[src/udc_dma_pkg.sv]
// Constants, states and carriers shared by the USB device DMA channel files
package udc_dma_pkg;
    localparam int          NCH       = 7;
    localparam logic [11:0] OFF_NEXT  = 12'h310;
    localparam logic [11:0] OFF_ADDR  = 12'h314;
    localparam logic [11:0] OFF_CTRL  = 12'h318;
    localparam logic [11:0] OFF_STAT  = 12'h31c;
    localparam logic [11:0] CH_STRIDE = 12'h010;
    localparam logic [11:0] MAP_SPAN  = 12'h070;
    localparam logic [1:0]  SUB_NEXT  = 2'h0;
    localparam logic [1:0]  SUB_ADDR  = 2'h1;
    localparam logic [1:0]  SUB_CTRL  = 2'h2;
    localparam logic [1:0]  SUB_STAT  = 2'h3;
    // Control field positions
    localparam int CTL_CHANNEL_ENABLE   = 0;
    localparam int CTL_LINK   = 1;
    localparam int CTL_BCLOSE = 2;
    localparam int CTL_EOBOUT = 3;
    localparam int CTL_EOTIE  = 4;
    localparam int CTL_EOBIE  = 5;
    localparam int CTL_DLIE   = 6;
    localparam int CTL_LOCK   = 7;
    localparam int LEN_LSB    = 16;
    // Status field positions
    localparam int STA_CHANNEL_ENABLE   = 0;
    localparam int STA_ACT    = 1;
    localparam int STA_EOT    = 4;
    localparam int STA_EOB    = 5;
    localparam int STA_DL     = 6;
    localparam int CNT_LSB    = 16;
    localparam int PTR_LSB    = 4;
    // Reset values and sizes
    localparam logic [31:0] RST_WORD  = 32'h0000_0000;
    localparam logic [16:0] LEN_MAX   = 17'h1_0000;
    localparam logic [2:0]  WORD_BYTES = 3'h4;
    localparam logic [1:0]  DESC_LAST = 2'h2;
    localparam logic [31:0] DESC_STEP = 32'h0000_0004;

    typedef enum logic [5:0] {
        S_IDLE   = 6'b000001,
        S_DESC   = 6'b000010,
        S_DWAIT  = 6'b000100,
        S_BUSWR  = 6'b001000,
        S_BUSRD  = 6'b010000,
        S_RDWAIT = 6'b100000
    } udc_state_e;

    typedef struct packed {
        logic [31:0] addr;
        logic [31:0] wdata;
        logic [3:0]  be;
        logic        write;
        logic        req;
        logic        lock;
    } udc_sbreq_s;

    typedef struct packed {
        logic [2:0]  ch;
        logic        rd;
        logic        wr;
        logic [31:0] wdata;
        logic [3:0]  be;
    } udc_epout_s;
endpackage : udc_dma_pkg

[src/udc_flag.sv]
// Sticky status flag, set by hardware and cleared by a status read
`timescale 1ns/1ns
`default_nettype none
module udc_flag (
    input  wire logic clk,    // Controller clock
    input  wire logic rst_n,  // Synchronous reset, active low
    input  wire logic set,    // Event pulse
    input  wire logic clr,    // Read clear pulse
    output logic      q       // Flag value
);
    logic q_next;

    // Set wins so an event in the read cycle is not lost
    always_comb begin
        q_next = set | (q & ~clr);
    end

    always_ff @(posedge clk) begin
        if (!rst_n) q <= 1'b0;
        else        q <= q_next;
    end
endmodule : udc_flag
`default_nettype wire

[src/udc_beat.sv]
// Byte count and lane enables of one word access from address and remaining count
`timescale 1ns/1ns
`default_nettype none
module udc_beat
    import udc_dma_pkg::*;
(
    input  wire logic [1:0]  off,    // Low address bits
    input  wire logic [16:0] rem,    // Bytes still to move
    output logic      [2:0]  nbytes, // Bytes in this access
    output logic      [3:0]  be      // Byte lanes used
);
    logic [3:0] mask;

    // Short access at unaligned start, or where the buffer ends
    always_comb begin
        nbytes = WORD_BYTES - {1'b0, off};
        if (rem < {14'h0, nbytes}) nbytes = rem[2:0];
        mask = 4'((5'h01 << nbytes) - 5'h01);
        be = 4'(mask << off);
    end
endmodule : udc_beat
`default_nettype wire

[src/udc_dma.sv]
// Seven channel descriptor driven DMA engine between USB endpoint banks and the system bus
// What this block does
// - Next descriptor pointer keeps address bits 31:4 only; 16-byte aligned descriptors.
// - System bus address has its two low bits forced to zero.
// - Bus address advances by bytes moved at end of each address phase.
// - Accesses move four bytes, fewer at unaligned buffer start or end.
// - Transfer ends at buffer end, or USB transfer end with close-on-input.
// - Length zero, the reset value, means 64 kilobytes.
// - Length writes or loads ignored while channel enabled status is set.
// - Burst lock bit locks the bus during a data burst, else never.
// - Descriptor loaded interrupt when enabled, after each descriptor fetch.
// - End of buffer interrupt when enabled, as remaining count reaches zero.
// - End of transfer interrupt needs its enable and close-on-input both set.
// - End output option signals the endpoint at end of DMA transfer.
// - Close-on-input closes the transfer on a short OUT packet, except on high-speed isochronous.
// - High-speed isochronous: close when received PID is not MDATA.
// - Link and enable bits form a four way command.
// - Link set: next descriptor fetched after the transfer ends; else nothing reloads.
// - Enable cleared without link freezes the channel once status and active clear.
// - Writing enable one sets channel enabled status; pending requests then run.
// - Enable cleared mid service: internal word drains before status clears.
// - Link with enable zero skips the descriptor; next loads on endpoint request.
// - Remaining count decrements by the bytes moved on every data access.
// - Status flags set on events and clear when status is read.
//
// The implementer's own choice: strobed register access.
`timescale 1ns/1ns
`default_nettype none
module udc_dma
    import udc_dma_pkg::*;
(
    input  wire logic            CLOCK,        // 50 MHz controller clock
    input  wire logic            RST_N,        // Synchronous reset, active low
    input  wire logic [11:0]     REG_ADDR,     // Register byte address
    input  wire logic [31:0]     REG_WDATA,    // Register write data
    input  wire logic            REG_WR,       // Write strobe
    input  wire logic            REG_RD,       // Read strobe
    output logic      [31:0]     REG_RDATA,    // Read data, cycle after strobe
    output udc_sbreq_s           SB_OUT,       // System bus request
    input  wire logic            SB_GNT,       // Address phase taken
    input  wire logic            SB_RVALID,    // Read data valid
    input  wire logic [31:0]     SB_RDATA,     // Read data
    input  wire logic [NCH-1:0]  EP_REQ,       // Endpoint requests transfer
    input  wire logic [NCH-1:0]  EP_IS_IN,     // Endpoint direction is IN
    input  wire logic [NCH-1:0]  EP_SHORT_PKT, // Short OUT packet ended USB transfer
    input  wire logic [NCH-1:0]  EP_HS_ISO,    // High-speed isochronous endpoint
    input  wire logic [NCH-1:0]  EP_NOT_MDATA, // Packet PID was not MDATA
    input  wire logic [31:0]     EP_RDATA,     // Bank word for OUT endpoints
    output udc_epout_s           EP_OUT,       // Bank pop and push
    output logic      [NCH-1:0]  EP_END,       // End of DMA transfer pulse
    output logic      [NCH-1:0]  IRQ           // Channel interrupt lines
);
    logic [27:0]    nxt_reg [NCH];
    logic [27:0]    nxt_next[NCH];
    logic [31:0]    adr_reg [NCH];
    logic [31:0]    adr_next[NCH];
    logic [7:0]     ctl_reg [NCH];
    logic [7:0]     ctl_next[NCH];
    logic [15:0]    len_reg [NCH];
    logic [15:0]    len_next[NCH];
    logic [16:0]    rem_reg [NCH];
    logic [16:0]    rem_next[NCH];
    logic [NCH-1:0] chs_reg, chs_next, ldp_reg, ldp_next, ldi_reg, ldi_next;
    logic [NCH-1:0] set_dl, set_eob, set_eot, dl_q, eob_q, eot_q, rd_clr, act;
    logic [NCH-1:0] end_next, irq_next, cand;
    logic [31:0]    rdata_next;
    udc_state_e     st_reg, st_next;
    logic [2:0]     sel_reg, sel_next, pick, bsel;
    logic [31:0]    fifo_reg, fifo_next;
    logic [2:0]     nb_reg, nb_next, bt_nb;
    logic [1:0]     dcnt_reg, dcnt_next;
    logic [3:0]     bt_be;
    udc_sbreq_s     sb_next;
    udc_epout_s     ep_next;
    logic           ev_beat, ev_dword, any_cand;
    logic [11:0]    roff;
    logic           hit;
    logic [2:0]     ach;
    logic [1:0]     asub;

    // Register decode: seven groups at a fixed stride
    assign roff = REG_ADDR - OFF_NEXT;
    assign hit  = (REG_ADDR >= OFF_NEXT) && (roff < MAP_SPAN);
    assign ach  = roff[6:4];
    assign asub = roff[3:2];

    // One beat calculator, fed by the channel being picked or served
    assign bsel = (st_reg == S_IDLE) ? pick : sel_reg;
    udc_beat u_beat (
        .off    (adr_reg[bsel][1:0]),
        .rem    (rem_reg[bsel]),
        .nbytes (bt_nb),
        .be     (bt_be)
    );

    // Per channel sticky flags
    genvar g;
    generate
        for (g = 0; g < NCH; g++) begin : g_flag
            udc_flag u_dl  (.clk(CLOCK), .rst_n(RST_N), .set(set_dl[g]),  .clr(rd_clr[g]), .q(dl_q[g]));
            udc_flag u_eob (.clk(CLOCK), .rst_n(RST_N), .set(set_eob[g]), .clr(rd_clr[g]), .q(eob_q[g]));
            udc_flag u_eot (.clk(CLOCK), .rst_n(RST_N), .set(set_eot[g]), .clr(rd_clr[g]), .q(eot_q[g]));
        end
    endgenerate

    // Arbitration: lowest channel with a pending load or an enabled request
    always_comb begin
        pick = 3'h0;
        any_cand = 1'b0;
        for (int i = NCH - 1; i >= 0; i--) begin
            cand[i] = (ldp_reg[i] & (ldi_reg[i] | EP_REQ[i]))
                    | (EP_REQ[i] & ctl_reg[i][CTL_CHANNEL_ENABLE] & chs_reg[i]);
            if (cand[i]) begin
                pick = 3'(i);
                any_cand = 1'b1;
            end
        end
    end

    // Engine next state: descriptor fetch and one word beat at a time
    always_comb begin
        st_next   = st_reg;
        sel_next  = sel_reg;
        fifo_next = fifo_reg;
        nb_next   = nb_reg;
        dcnt_next = dcnt_reg;
        sb_next   = SB_OUT;
        ep_next   = EP_OUT;
        ep_next.rd = 1'b0;
        ep_next.wr = 1'b0;
        ev_beat   = 1'b0;
        ev_dword  = 1'b0;
        case (st_reg)
            S_IDLE: begin
                // Lock survives the gap between beats of one burst only
                sb_next.lock = SB_OUT.lock & EP_REQ[sel_reg] & ctl_reg[sel_reg][CTL_CHANNEL_ENABLE];
                if (any_cand) begin
                    sel_next = pick;
                    ep_next.ch = pick;
                    nb_next = bt_nb;
                    sb_next.be = bt_be;
                    sb_next.req = 1'b1;
                    if (ldp_reg[pick]) begin
                        dcnt_next = 2'h0;
                        sb_next.addr = {nxt_reg[pick], 4'h0};
                        sb_next.write = 1'b0;
                        sb_next.be = 4'hf;
                        sb_next.lock = 1'b0;
                        st_next = S_DESC;
                    end else begin
                        sb_next.addr = {adr_reg[pick][31:2], 2'b00};
                        sb_next.lock = ctl_reg[pick][CTL_LOCK];
                        if (EP_IS_IN[pick]) begin
                            sb_next.write = 1'b0;
                            st_next = S_BUSRD;
                        end else begin
                            // Pop the bank word into the holding register
                            ep_next.rd = 1'b1;
                            fifo_next = EP_RDATA;
                            sb_next.wdata = EP_RDATA;
                            sb_next.write = 1'b1;
                            st_next = S_BUSWR;
                        end
                    end
                end
            end
            S_DESC: begin
                if (SB_GNT) begin
                    sb_next.req = 1'b0;
                    st_next = S_DWAIT;
                end
            end
            S_DWAIT: begin
                if (SB_RVALID) begin
                    ev_dword = 1'b1;
                    if (dcnt_reg == DESC_LAST) begin
                        st_next = S_IDLE;
                    end else begin
                        dcnt_next = dcnt_reg + 2'h1;
                        sb_next.addr = SB_OUT.addr + DESC_STEP;
                        sb_next.req = 1'b1;
                        st_next = S_DESC;
                    end
                end
            end
            S_BUSWR: begin
                if (SB_GNT) begin
                    ev_beat = 1'b1;
                    sb_next.req = 1'b0;
                    st_next = S_IDLE;
                end
            end
            S_BUSRD: begin
                if (SB_GNT) begin
                    ev_beat = 1'b1;
                    sb_next.req = 1'b0;
                    st_next = S_RDWAIT;
                end
            end
            S_RDWAIT: begin
                // The held word is always pushed to the bank in the same cycle the engine returns to idle
                if (SB_RVALID) begin
                    fifo_next = SB_RDATA;
                    ep_next.wr = 1'b1;
                    ep_next.wdata = SB_RDATA;
                    ep_next.be = SB_OUT.be;
                    st_next = S_IDLE;
                end
            end
            default: begin
                st_next = S_IDLE;
                sb_next.req = 1'b0;
                sb_next.lock = 1'b0;
            end
        endcase
    end

    always_ff @(posedge CLOCK) begin
        if (!RST_N) begin
            st_reg   <= S_IDLE;
            sel_reg  <= 3'h0;
            fifo_reg <= RST_WORD;
            nb_reg   <= 3'h0;
            dcnt_reg <= 2'h0;
            SB_OUT   <= '0;
            EP_OUT   <= '0;
        end else begin
            st_reg   <= st_next;
            sel_reg  <= sel_next;
            fifo_reg <= fifo_next;
            nb_reg   <= nb_next;
            dcnt_reg <= dcnt_next;
            SB_OUT   <= sb_next;
            EP_OUT   <= ep_next;
        end
    end

    // Channel registers: software access, descriptor loads, beats and closes
    always_comb begin
        rdata_next = RST_WORD;
        for (int i = 0; i < NCH; i++) begin
            logic sw, close, eob;
            sw = REG_WR && hit && (ach == 3'(i));
            close = 1'b0;
            eob = 1'b0;
            nxt_next[i] = nxt_reg[i];
            adr_next[i] = adr_reg[i];
            ctl_next[i] = ctl_reg[i];
            len_next[i] = len_reg[i];
            rem_next[i] = rem_reg[i];
            chs_next[i] = chs_reg[i];
            ldp_next[i] = ldp_reg[i];
            ldi_next[i] = ldi_reg[i];
            set_dl[i] = 1'b0;
            set_eob[i] = 1'b0;
            set_eot[i] = 1'b0;
            end_next[i] = 1'b0;
            act[i] = (st_reg != S_IDLE) && (sel_reg == 3'(i));
            rd_clr[i] = REG_RD && hit && (ach == 3'(i)) && (asub == SUB_STAT);
            if (sw && asub == SUB_NEXT) nxt_next[i] = REG_WDATA[31:PTR_LSB];
            if (sw && asub == SUB_ADDR) adr_next[i] = REG_WDATA;
            if (sw && asub == SUB_CTRL) begin
                ctl_next[i] = REG_WDATA[7:0];
                if (!chs_reg[i]) begin
                    len_next[i] = REG_WDATA[31:LEN_LSB];
                    rem_next[i] = (REG_WDATA[31:LEN_LSB] == 16'h0) ? LEN_MAX : {1'b0, REG_WDATA[31:LEN_LSB]};
                end
                if (REG_WDATA[CTL_CHANNEL_ENABLE]) chs_next[i] = 1'b1;
                // Command decode on link and enable
                ldp_next[i] = REG_WDATA[CTL_LINK] & ~REG_WDATA[CTL_CHANNEL_ENABLE];
                ldi_next[i] = 1'b0;
            end
            if (ev_dword && sel_reg == 3'(i)) begin
                case (dcnt_reg)
                    2'h0:    nxt_next[i] = SB_RDATA[31:PTR_LSB];
                    2'h1:    adr_next[i] = SB_RDATA;
                    default: begin
                        ctl_next[i] = SB_RDATA[7:0];
                        len_next[i] = SB_RDATA[31:LEN_LSB];
                        rem_next[i] = (SB_RDATA[31:LEN_LSB] == 16'h0) ? LEN_MAX : {1'b0, SB_RDATA[31:LEN_LSB]};
                        chs_next[i] = SB_RDATA[CTL_CHANNEL_ENABLE];
                        ldp_next[i] = SB_RDATA[CTL_LINK] & ~SB_RDATA[CTL_CHANNEL_ENABLE];
                        ldi_next[i] = 1'b0;
                        set_dl[i] = 1'b1;
                    end
                endcase
            end
            if (ev_beat && sel_reg == 3'(i)) begin
                adr_next[i] = adr_reg[i] + 32'(nb_reg);
                rem_next[i] = rem_reg[i] - 17'(nb_reg);
                eob = (rem_reg[i] == 17'(nb_reg));
            end
            // Close on short packet when not high-speed isochronous, or on non-MDATA PID when it is
            close = chs_reg[i] & ctl_reg[i][CTL_BCLOSE]
                  & ((EP_SHORT_PKT[i] & ~EP_HS_ISO[i])
                  |  (EP_HS_ISO[i] & EP_NOT_MDATA[i]));
            if (eob || close) begin
                set_eob[i] = eob;
                set_eot[i] = close & ~eob;
                chs_next[i] = 1'b0;
                ctl_next[i][CTL_CHANNEL_ENABLE] = 1'b0;
                end_next[i] = ctl_reg[i][CTL_EOBOUT];
                ldp_next[i] = ctl_reg[i][CTL_LINK];
                ldi_next[i] = ctl_reg[i][CTL_LINK];
            end
            // Disabled channel stops only after its held word is out
            if (!ctl_next[i][CTL_CHANNEL_ENABLE] && !act[i] && !(ev_dword && sel_reg == 3'(i))) begin
                chs_next[i] = 1'b0;
            end
            irq_next[i] = (dl_q[i] & ctl_reg[i][CTL_DLIE])
                        | (eob_q[i] & ctl_reg[i][CTL_EOBIE])
                        | (eot_q[i] & ctl_reg[i][CTL_EOTIE] & ctl_reg[i][CTL_BCLOSE]);
        end
        if (REG_RD && hit) begin
            case (asub)
                SUB_NEXT: rdata_next = {nxt_reg[ach], 4'h0};
                SUB_ADDR: rdata_next = adr_reg[ach];
                SUB_CTRL: rdata_next = {len_reg[ach], 8'h00, ctl_reg[ach]};
                default:  rdata_next = {rem_reg[ach][15:0], 9'h000, dl_q[ach], eob_q[ach], eot_q[ach],
                                        2'b00, act[ach], chs_reg[ach]};
            endcase
        end
    end

    always_ff @(posedge CLOCK) begin
        if (!RST_N) begin
            for (int i = 0; i < NCH; i++) begin
                nxt_reg[i] <= 28'h0;
                adr_reg[i] <= RST_WORD;
                ctl_reg[i] <= 8'h00;
                len_reg[i] <= 16'h0;
                rem_reg[i] <= LEN_MAX;
            end
            chs_reg   <= '0;
            ldp_reg   <= '0;
            ldi_reg   <= '0;
            EP_END    <= '0;
            IRQ       <= '0;
            REG_RDATA <= RST_WORD;
        end else begin
            nxt_reg   <= nxt_next;
            adr_reg   <= adr_next;
            ctl_reg   <= ctl_next;
            len_reg   <= len_next;
            rem_reg   <= rem_next;
            chs_reg   <= chs_next;
            ldp_reg   <= ldp_next;
            ldi_reg   <= ldi_next;
            EP_END    <= end_next;
            IRQ       <= irq_next;
            REG_RDATA <= rdata_next;
        end
    end

    logic [31:0] cur_adr;
    logic [16:0] cur_rem;
    assign cur_adr = adr_reg[sel_reg];
    assign cur_rem = rem_reg[sel_reg];
endmodule : udc_dma
`default_nettype wire

[config.mk]
export PLATFORM = sky130hd
export DESIGN_NAME = udc_dma
export DESIGN_NICKNAME = d
export VERILOG_FILES = /design/src/udc_dma_pkg.sv /design/src/udc_flag.sv /design/src/udc_beat.sv /design/src/udc_dma.sv
export SDC_FILE = /design/constraint.sdc
export NUM_CORES = 2
export LEC_CHECK = 0
export BUFFER_PORTS_ARGS = -buffer_cell sky130_fd_sc_hd__buf_4
export CORE_UTILIZATION = 41
export CTS_BUF_LIST = sky130_fd_sc_hd__clkbuf_4 sky130_fd_sc_hd__clkbuf_8 sky130_fd_sc_hd__clkbuf_16
export CTS_CLUSTER_DIAMETER = 60
export DETAILED_ROUTE_END_ITERATION = 6
export PLACE_DENSITY = 0.67
export SYNTH_ARGS = -nofsm -noshare
export SYNTH_HDL_FRONTEND = slang
export SYNTH_HIERARCHICAL = 1
export SYNTH_SLANG_ARGS = --single-unit
[constraint.sdc]
create_clock -name CLOCK -period 5.4 [get_ports CLOCK]
set_input_delay 1.08 -clock CLOCK [delete_from_list [all_inputs] [get_ports CLOCK]]
set_output_delay 1.08 -clock CLOCK [all_outputs]
set_load 0.03 [all_outputs]
; Word level (Yosys, flattened, before mapping)
; Cells that the tools add are included.
[op_classes]
order_cmp = 10
shift = 2
n_addsub = 19
n_reduce_logical = 143
muxes = 357
n_eq_ne = 40
bitwise = 196
[ops]
columns = operator, count
row1 = 32-bit 2-to-1 mux, 37
row2 = 28-bit 2-to-1 mux, 25
row3 = 17-bit 2-to-1 mux, 39
row4 = 16-bit 2-to-1 mux, 32
row5 = 32-bit binary-select mux with 3-bit select, 3
row6 = 32-bit by 3-bit adder with 32-bit output, 7
row7 = 8-bit 2-to-1 mux, 25
row8 = 28-bit binary-select mux with 3-bit select, 2
row9 = 1-bit 2-to-1 mux, 147
row10 = 17-bit by 3-bit equality test with 1-bit output, 7
row11 = 17-bit by 3-bit subtractor with 17-bit output, 7
row12 = 1-bit AND, 109
row13 = 17-bit binary-select mux with 3-bit select, 2
row14 = 32-bit one-hot mux with 3 select lines, 1
row15 = 1-bit logical AND, 80
row16 = 8-bit binary-select mux with 3-bit select, 3
row17 = 71-bit 2-to-1 mux, 1
row18 = 32-bit one-hot mux with 2 select lines, 1
row19 = 1-bit bitwise OR, 56
row20 = 16-bit binary-select mux with 3-bit select, 1
row21 = 37-bit 2-to-1 mux, 1
row22 = 6-bit 2-to-1 mux, 6
row23 = 6-bit one-hot mux with 6 select lines, 1
row24 = 32-bit by 3-bit adder with 32-bit output (second input constant), 1
row25 = other kinds (49), 173
[totals]
out_inout_bits = 158
ff_bits = 918
wordCells = 855
input_bits = 149

; Depth between registers and ports, before layout
[logic_depth]
depth_word = 24
mapped_depth = 28
depth_no_buf = 25

; Modules after synthesis
; The synthesis kept the hierarchy.
[modules_own_cells]
columns = module, cells_per_inst, n_inst, area_each_um2, seq_area_each_um2
row1 = udc_dma, 7778, 1, 59253.1, 17917.2
row2 = udc_flag, 3, 21, 41.3, 20.0
row3 = udc_beat, 47, 1, 329.1, 0.0

; Least setup slack after synthesis
; OpenSTA, ideal clock, no wires.
[synth_path]
path_type = in2reg
startpoint = input port EP_REQ[2]
endpoint = register SB_OUT[6] (netlist name)
setup_ns = 0.132
t_required_ns = 5.268
setup_slack_ns = -0.305
arrival_time_ns = 5.573
stages = 27
n_path_buf = 3
cell_sequence = a31oi_1 > o22ai_2 > a31oi_1 > nor2_2 > buf_2 > a21boi_1 > clkbuf_1 > nand2_1 > nand3_1 > a21oi_1 > a21oi_1 > inv_4 > ha_1 > inv_1 > ha_1 > nand2_1 > nand4_1 > and3b_1 > buf_6 > mux2_2 > nand2_1 > ha_1 > and3b_2 > o32ai_1 > a211oi_1 > nor2_1 > a21oi_1
[synth_via]
elab_chain_cells = 18
elab_cells_between_ends = 29
cone_classes = add/sub (2) / order compare (1) / shift (2) / mux (17) / bitwise (6) / reduce/logical (1)
[synth_rtl]
columns = item, line
row1 = from (decl), udc_dma.sv:43  ; input wire logic [NCH-1:0] EP_REQ,
row2 = 1-bit bitwise OR or 1-bit AND (tied branches), "udc_dma.sv:111, udc_dma.sv:112"
row3 = "1-bit AND, on equally long branches", "udc_dma.sv:111, udc_dma.sv:112"
row4 = 1-bit bitwise OR *, udc_dma.sv:112  ; | (EP_REQ[i] & ctl_reg[i][CTL_CHANNEL_ENABLE] & chs_reg[i]);
row5 = 3-bit 2-to-1 mux * (3 in series), udc_dma.sv:113  ; if (cand[i]) begin
row6 = 3-bit 2-to-1 mux *, udc_dma.sv:88  ; assign bsel = (st_reg == S_IDLE) ? pick : sel_reg;
row7 = 3-bit NOT with 4-bit output (implied by the code) *, "udc_dma.sv:90, udc_dma.sv:91"
row8 = 32-bit binary-select mux with 3-bit select, udc_dma.sv:90  ; .off (adr_reg[bsel][1:0]),
row9 = 2-bit 2-to-1 mux (implied by the code) (2 in series), udc_dma.sv:90
row10 = 3-bit by 2-bit subtractor with 3-bit output, udc_beat.sv:16  ; nbytes = WORD_BYTES - {1'b0, off};
row11 = 17-bit by 3-bit < comparator with 1-bit output, udc_beat.sv:17  ; if (rem < {14'h0, nbytes}) nbytes = rem[2:0];
row12 = 3-bit 2-to-1 mux, udc_beat.sv:17
row13 = 1-bit by 3-bit << shifter with 4-bit output, udc_beat.sv:18  ; mask = 4'((5'h01 << nbytes) - 5'h01);
row14 = 4-bit by 1-bit subtractor with 4-bit output, udc_beat.sv:18
row15 = 4-bit by 2-bit << shifter with 4-bit output *, udc_beat.sv:19  ; be = 4'(mask << off);
row16 = via bt_be[3], udc_dma.sv:72  ; logic [3:0] bt_be;
row17 = 4-bit 2-to-1 mux *, udc_dma.sv:143  ; if (ldp_reg[pick]) begin
row18 = to (signal assigned), udc_dma.sv:233  ; SB_OUT <= sb_next;
row19 = to (decl), udc_dma.sv:39  ; output udc_sbreq_s SB_OUT,
; Mark *: on every way through the listed nets, which the timed path passes. The rest lies on a longest branch. The select of a mux whose other input is x is not followed.
; A chain may end at the register's enable or synchronous reset.

; Final worst setup path
[layout_path]
startpoint = register st_reg[1]
endpoint = register SB_OUT[6] (netlist name)
[layout_via]
elab_chain_cells = 13
elab_cells_between_ends = 17
cone_classes = add/sub (2) / order compare (1) / eq/ne (1) / shift (2) / mux (9) / bitwise (1) / reduce/logical (1)
[layout_rtl]
columns = item, line
row1 = from (decl), udc_dma.sv:67  ; udc_state_e st_reg, st_next;
row2 = from (signal assigned), udc_dma.sv:228  ; st_reg <= st_next;
row3 = 6-bit by 1-bit equality test with 1-bit output *, udc_dma.sv:88
row4 = 3-bit 2-to-1 mux *, udc_dma.sv:88
row5 = 3-bit NOT with 4-bit output (implied by the code) *, "udc_dma.sv:90, udc_dma.sv:91"
row6 = 32-bit binary-select mux with 3-bit select, udc_dma.sv:90
row7 = 2-bit 2-to-1 mux (implied by the code) (2 in series), udc_dma.sv:90
row8 = 3-bit by 2-bit subtractor with 3-bit output, udc_beat.sv:16
row9 = 17-bit by 3-bit < comparator with 1-bit output, udc_beat.sv:17
row10 = 3-bit 2-to-1 mux *, udc_beat.sv:17
row11 = via bt_nb[0], udc_dma.sv:70  ; logic [2:0] nb_reg, nb_next, bt_nb;
row12 = 1-bit by 3-bit << shifter with 4-bit output *, udc_beat.sv:18
row13 = 4-bit by 1-bit subtractor with 4-bit output *, udc_beat.sv:18
row14 = 4-bit by 2-bit << shifter with 4-bit output *, udc_beat.sv:19
row15 = via bt_be[3], udc_dma.sv:72
row16 = 4-bit 2-to-1 mux *, udc_dma.sv:143
; Marks and branches as above.

==> impl_metrics.prom <==
# TYPE chip_impl_metric gauge
chip_impl_info{name="min_from",value="EP_OUT[3]$_SDFFE_PN0P_"} 1
chip_impl_metric{name="timing.final.ws_setup",unit="ns"} 0.470
chip_impl_metric{name="syn_to_final_growth",unit="%"} 14.2
chip_impl_info{name="start_kind",value="register"} 1
chip_impl_metric{name="crit_arrival",unit="ns"} 5.56
chip_impl_info{name="critical_path_class",value="register to register"} 1
chip_impl_metric{name="post_synth_num_cell_types",unit=""} 93
chip_impl_metric{name="maximum_number_of_pins_on_one_net_before_global_route_repair",unit=""} 131
chip_impl_info{name="cp-end-kind",value="register"} 1
chip_impl_metric{name="max_reg_flops",unit=""} 224
chip_impl_metric{name="leftover_overflow_at_the_end_of_global_routing",unit=""} 0
chip_impl_metric{name="post_synth.cell_area_avg",unit="sq um"} 7.66
chip_impl_info{name="holdPathEnd",value="EP_OUT[3]$_SDFFE_PN0P_"} 1
chip_impl_metric{name="synthCells",unit=""} 7888
chip_impl_metric{name="combined_area_of_the_multi_input_logic_cells",unit="sq um"} 38900
chip_impl_metric{name="drcViolationCount",unit=""} 13
chip_impl_metric{name="placeableCoreArea",unit="sq um"} 146000
chip_impl_info{name="cell_with_the_biggest_individual_delay_on_the_critical_path",value="sky130_fd_sc_hd__and4b_1"} 1
chip_impl_metric{name="cts-buffers-inserted",unit=""} 113
chip_impl_info{name="crit_start",value="st_reg[1]$_SDFFE_PN0P_"} 1
chip_impl_metric{name="p_per_area",unit="nW/um^2"} 248
chip_impl_info{name="violated_checks",value="DRC, capacitance limit, slew limit"} 1
chip_impl_info{name="synth_flop_cell",value="sky130_fd_sc_hd__dfxtp_1"} 1
chip_impl_metric{name="floorplan.initialDensity",unit=""} 0.414
chip_impl_metric{name="finalWorstPathRequiredPeriod",unit="ns"} 4.93
chip_impl_metric{name="holdBufCountCts",unit=""} 0
chip_impl_metric{name="setup-violations-final",unit=""} 0
chip_impl_metric{name="cts_htree_levels",unit=""} 3
chip_impl_metric{name="port-buffer-count",unit=""} 302
chip_impl_metric{name="synth_seq_cells",unit=""} 916
chip_impl_metric{name="drtPass1Iterations",unit=""} 7
chip_impl_metric{name="die-area",unit="sq um"} 149000
chip_impl_metric{name="floorplan.die.width",unit="microns"} 386
chip_impl_metric{name="numClockSinks",unit=""} 916
chip_impl_metric{name="hold_viol",unit=""} 0
chip_impl_metric{name="final_cell_area",unit="sq um"} 69000
chip_impl_metric{name="gpl.final_weighted_congestion",unit=""} 1.04
chip_impl_metric{name="grt_pass1_vias",unit=""} 60900
chip_impl_metric{name="synth_warnings",unit=""} 6
chip_impl_info{name="clock-root-buffer",value="sky130_fd_sc_hd__clkbuf_16"} 1
chip_impl_metric{name="clkTransAtPathRegs",unit="ns"} 0.06
chip_impl_info{name="crit_path_cell_trace",value="nor2_1 -> and4b_1 -> a21boi_4 -> buf_4 -> buf_12 -> nand2_1 -> nand3_1 -> a21oi_1 -> a21oi_1 -> nor4_1 -> buf_4 -> nand4_1 -> and3b_1 -> buf_4 -> nand2_1 -> o21ai_0 -> nand2_1 -> ha_1 -> a21boi_0 -> o32ai_1 -> a211oi_1 -> nor2_1 -> a21oi_1"} 1
chip_impl_info{name="worst_r2r_startpoint",value="st_reg[1]$_SDFFE_PN0P_"} 1
chip_impl_metric{name="die_y",unit="microns"} 386
chip_impl_metric{name="async_reset_ff_frac",unit=""} 0
chip_impl_metric{name="clock_insertion_delay_worst_skew",unit="ns"} 0.78
chip_impl_metric{name="cp_num_buf_inv",unit=""} 4
chip_impl_metric{name="critical_path.max_fanout",unit=""} 42
chip_impl_metric{name="groute.usage.overall",unit=""} 0.393
chip_impl_metric{name="cap_viol_max_count",unit=""} 1
chip_impl_metric{name="routed_via_density",unit=""} 6.88
chip_impl_info{name="tritoncts_clock_tree",value="built"} 1
chip_impl_metric{name="drt-initial-drc-count",unit=""} 11200
chip_impl_metric{name="antenna_left",unit=""} 0
chip_impl_metric{name="place.detailed.hpwl",unit="microns"} 209000
chip_impl_metric{name="drv_slew",unit=""} 1
chip_impl_metric{name="synth_enable_flop_cells",unit=""} 0
chip_impl_metric{name="nFillCells",unit=""} 14100
chip_impl_metric{name="r2r.worst_path.cells",unit=""} 23
chip_impl_metric{name="floorplan.io_pins",unit=""} 307
chip_impl_metric{name="design.final.nets",unit=""} 8027
chip_impl_metric{name="detailed_place.area",unit="sq um"} 64800
chip_impl_metric{name="max-vdd-ir-drop",unit="mV"} 0.241
chip_impl_metric{name="total_leakage_power",unit="uW"} 0.0259
chip_impl_metric{name="post-cts-setup-buffers",unit=""} 0
chip_impl_metric{name="worst-slew-pin-transition",unit="ns"} 1.48
chip_impl_info{name="critPathTopFamily",value="simple AND/OR/NAND/NOR gates"} 1
chip_impl_metric{name="initial_antenna_violation_count",unit=""} 24
chip_impl_metric{name="critical_path.max_stage_delay",unit="ns"} 0.58
chip_impl_info{name="rsz0062_at_grt",value="no"} 1
chip_impl_metric{name="cts_resized",unit=""} 0
chip_impl_metric{name="clock-skew-final",unit="ns"} 0.0554
chip_impl_metric{name="num_vias",unit=""} 67600
chip_impl_info{name="outcome",value="finished with violations"} 1
chip_impl_metric{name="regArea",unit="sq um"} 18300
chip_impl_metric{name="synth_seq_area_share",unit=""} 0.303
chip_impl_metric{name="max_freq",unit="MHz"} 203
chip_impl_metric{name="place_worst_setup_slack",unit="ns"} -0.111
chip_impl_metric{name="whs",unit="ns"} 0.455
chip_impl_metric{name="min_delay_path_depth",unit=""} 2
chip_impl_metric{name="clk_path_buf_depth",unit=""} 3
chip_impl_metric{name="core.rowCount",unit=""} 140
chip_impl_metric{name="slew_headroom",unit=""} -0.0104
chip_impl_metric{name="grt_pass1_wl",unit="microns"} 431000
chip_impl_metric{name="period_utilisation_layout",unit=""} 0.913
chip_impl_metric{name="route.detailed.wl_per_inst",unit="microns"} 31.1
chip_impl_metric{name="totalWireLength",unit="microns"} 306000
chip_impl_info{name="regToRegEndpoint",value="SB_OUT[6]$_SDFFE_PN0P_"} 1
chip_impl_info{name="hold_path_class",value="register to register"} 1
chip_impl_metric{name="regToRegSetupSlack",unit="ns"} 0.47
chip_impl_metric{name="final_layout_size_suffix_gt1_frac",unit=""} 0.153
chip_impl_metric{name="cell_area_after_synthesis",unit="sq um"} 60400
chip_impl_metric{name="worst-endpoint-required",unit="ns"} 6.03
## cell usage after synthesis (all sizes together), types with 11 or more instances
cell type     n  share of area
nor2b        44         0.0072
mux2i       300          0.050
ha           55          0.011
a21oi       654          0.054
nor3b        11         0.0014
o21ai       399          0.033
buf         154          0.013
o311ai       25         0.0036
nor2        698          0.044
o2111ai      13         0.0019
a21boi       73         0.0091
xor2        125          0.018
a221o        60         0.0099
a211oi      273          0.034
and2         56         0.0058
nand2      1244          0.077
o21a         23         0.0029
xnor2       183          0.027
mux4        105          0.039
a21o         29         0.0036
fa           14         0.0046
o22ai       121          0.013
o221ai       37         0.0054
clkbuf      650          0.040
inv          87         0.0054
mux2        153          0.029
dfxtp       916           0.30
o31ai        18         0.0022
and4         11         0.0016
and3        100          0.010
or3          29         0.0030
a311oi      187          0.027
o211ai       94          0.012
a221oi       93          0.013
or2          18         0.0019
nor3         94         0.0079
a31oi        88         0.0091
nand3       390          0.032
nand2b       26         0.0027
a22oi        25         0.0031
o32a         16         0.0026
nand4        54         0.0056
nor4         49         0.0061
## where the power goes
| group | switching (uW) | leakage, uW | internal [uW] |
|---|---|---|---|
| registers | 45.5 | 0.00737 | 6780 |
| logic | 1270 | 0.0165 | 452 |
| clock network | 3530 | 0.00203 | 5080 |
| total | 4840 | 0.0259 | 12300 |
## metal layers
layer  share of wire  global-route usage  vias up  wire, microns
li1                -                   -    28600              -
met1            0.36               0.500    32100         112000
met2            0.39               0.544     5757         120000
met3            0.17               0.162     1143          51700
met4           0.072               0.246       24          22000
met5         0.00056                   0        -            172
## layout make-up
| type | instances | area share |
|---|---|---|
| clock buffers | 148 | 0.0468 |
| repair buffers | 609 | 0.0712 |
| diodes | 15 | 0.000544 |
| multi-input cells | 6080 | 0.563 |
| inverters | 89 | 0.00498 |
| flip-flops and latches | 916 | 0.266 |
| clock inverters | 64 | 0.0134 |
| well taps | 1917 | 0.0347 |
## worst max-delay path by stage
stage	slack [ns]	cells after the start	end
floorplan	0.009	27	SB_OUT[6]$_SDFFE_PN0P_
global placement	-0.21	23	SB_OUT[6]$_SDFFE_PN0P_
detailed placement	-0.11	25	SB_OUT[6]$_SDFFE_PN0P_
CTS	0.58	23	SB_OUT[6]$_SDFFE_PN0P_
global route	0.28	23	SB_OUT[6]$_SDFFE_PN0P_
finish	0.47	23	SB_OUT[6]$_SDFFE_PN0P_
## per-stage QoR
stage | setup TNS (ns) | util | instances | total power (uW)
final | 0 | 0.473 | 9838 | 17200
after detailed placement | -0.134 | 0.444 | 9610 | 8570
after global routing | 0 | 0.473 | 9823 | 17400
after floorplan | 0 | - | 7889 | 7770
after global placement | -0.263 | 0.444 | 9610 | 8570
after CTS | 0 | 0.473 | 9822 | 17000
## layout by cell type, fill, tap and decap left out, types with 49 or more instances in the layout
master,instances
sky130_fd_sc_hd__dfxtp_1,916
sky130_fd_sc_hd__a31oi_1,88
sky130_fd_sc_hd__a21boi_0,70
sky130_fd_sc_hd__a311oi_1,187
sky130_fd_sc_hd__o21ai_0,394
sky130_fd_sc_hd__a211oi_1,271
sky130_fd_sc_hd__nor2_1,677
sky130_fd_sc_hd__a221o_1,60
sky130_fd_sc_hd__xor2_1,124
sky130_fd_sc_hd__o211ai_1,93
sky130_fd_sc_hd__and2_1,49
sky130_fd_sc_hd__a221oi_1,93
sky130_fd_sc_hd__mux2_2,152
sky130_fd_sc_hd__mux2i_1,300
sky130_fd_sc_hd__a21oi_1,652
sky130_fd_sc_hd__o22ai_1,119
sky130_fd_sc_hd__nand2_1,1225
sky130_fd_sc_hd__nand4_1,54
sky130_fd_sc_hd__clkbuf_16,114
sky130_fd_sc_hd__ha_1,51
sky130_fd_sc_hd__buf_4,580
sky130_fd_sc_hd__inv_1,85
sky130_fd_sc_hd__and3_1,99
sky130_fd_sc_hd__mux4_2,105
sky130_fd_sc_hd__nor3_1,91
sky130_fd_sc_hd__xnor2_1,182
sky130_fd_sc_hd__nand3_1,388
## cell families (layout without fill, tap and decap cells)
kind of cell    count (synthesis)  after routing  synth area share
other cells                     1             17         0.0000620
buf+inv                       893            910            0.0586
compound gates               2280           2280             0.247
flops                         916            916             0.303
simple gates                 2863           2863             0.213
fa+ha+maj                      69             69            0.0160
xor+xnor                      308            308            0.0446
mux                           558            558             0.117
## worst register-to-register path, cell delays in order, from the launching register on
cell                       delay (ns)
sky130_fd_sc_hd__dfxtp_1         0.40
sky130_fd_sc_hd__nor2_1          0.37
sky130_fd_sc_hd__and4b_1         0.58
sky130_fd_sc_hd__a21boi_4        0.18
sky130_fd_sc_hd__buf_4           0.22
sky130_fd_sc_hd__buf_12          0.18
sky130_fd_sc_hd__nand2_1         0.13
sky130_fd_sc_hd__nand3_1         0.07
sky130_fd_sc_hd__a21oi_1         0.19
sky130_fd_sc_hd__a21oi_1         0.06
sky130_fd_sc_hd__nor4_1          0.43
sky130_fd_sc_hd__buf_4           0.19
sky130_fd_sc_hd__nand4_1         0.13
sky130_fd_sc_hd__and3b_1         0.30
sky130_fd_sc_hd__buf_4           0.15
sky130_fd_sc_hd__nand2_1         0.05
sky130_fd_sc_hd__o21ai_0         0.11
sky130_fd_sc_hd__nand2_1         0.10
sky130_fd_sc_hd__ha_1            0.25
sky130_fd_sc_hd__a21boi_0        0.14
sky130_fd_sc_hd__o32ai_1         0.30
sky130_fd_sc_hd__a211oi_1        0.08
sky130_fd_sc_hd__nor2_1          0.12
sky130_fd_sc_hd__a21oi_1         0.07
No activity file was read; power rests on OpenSTA's default activity.
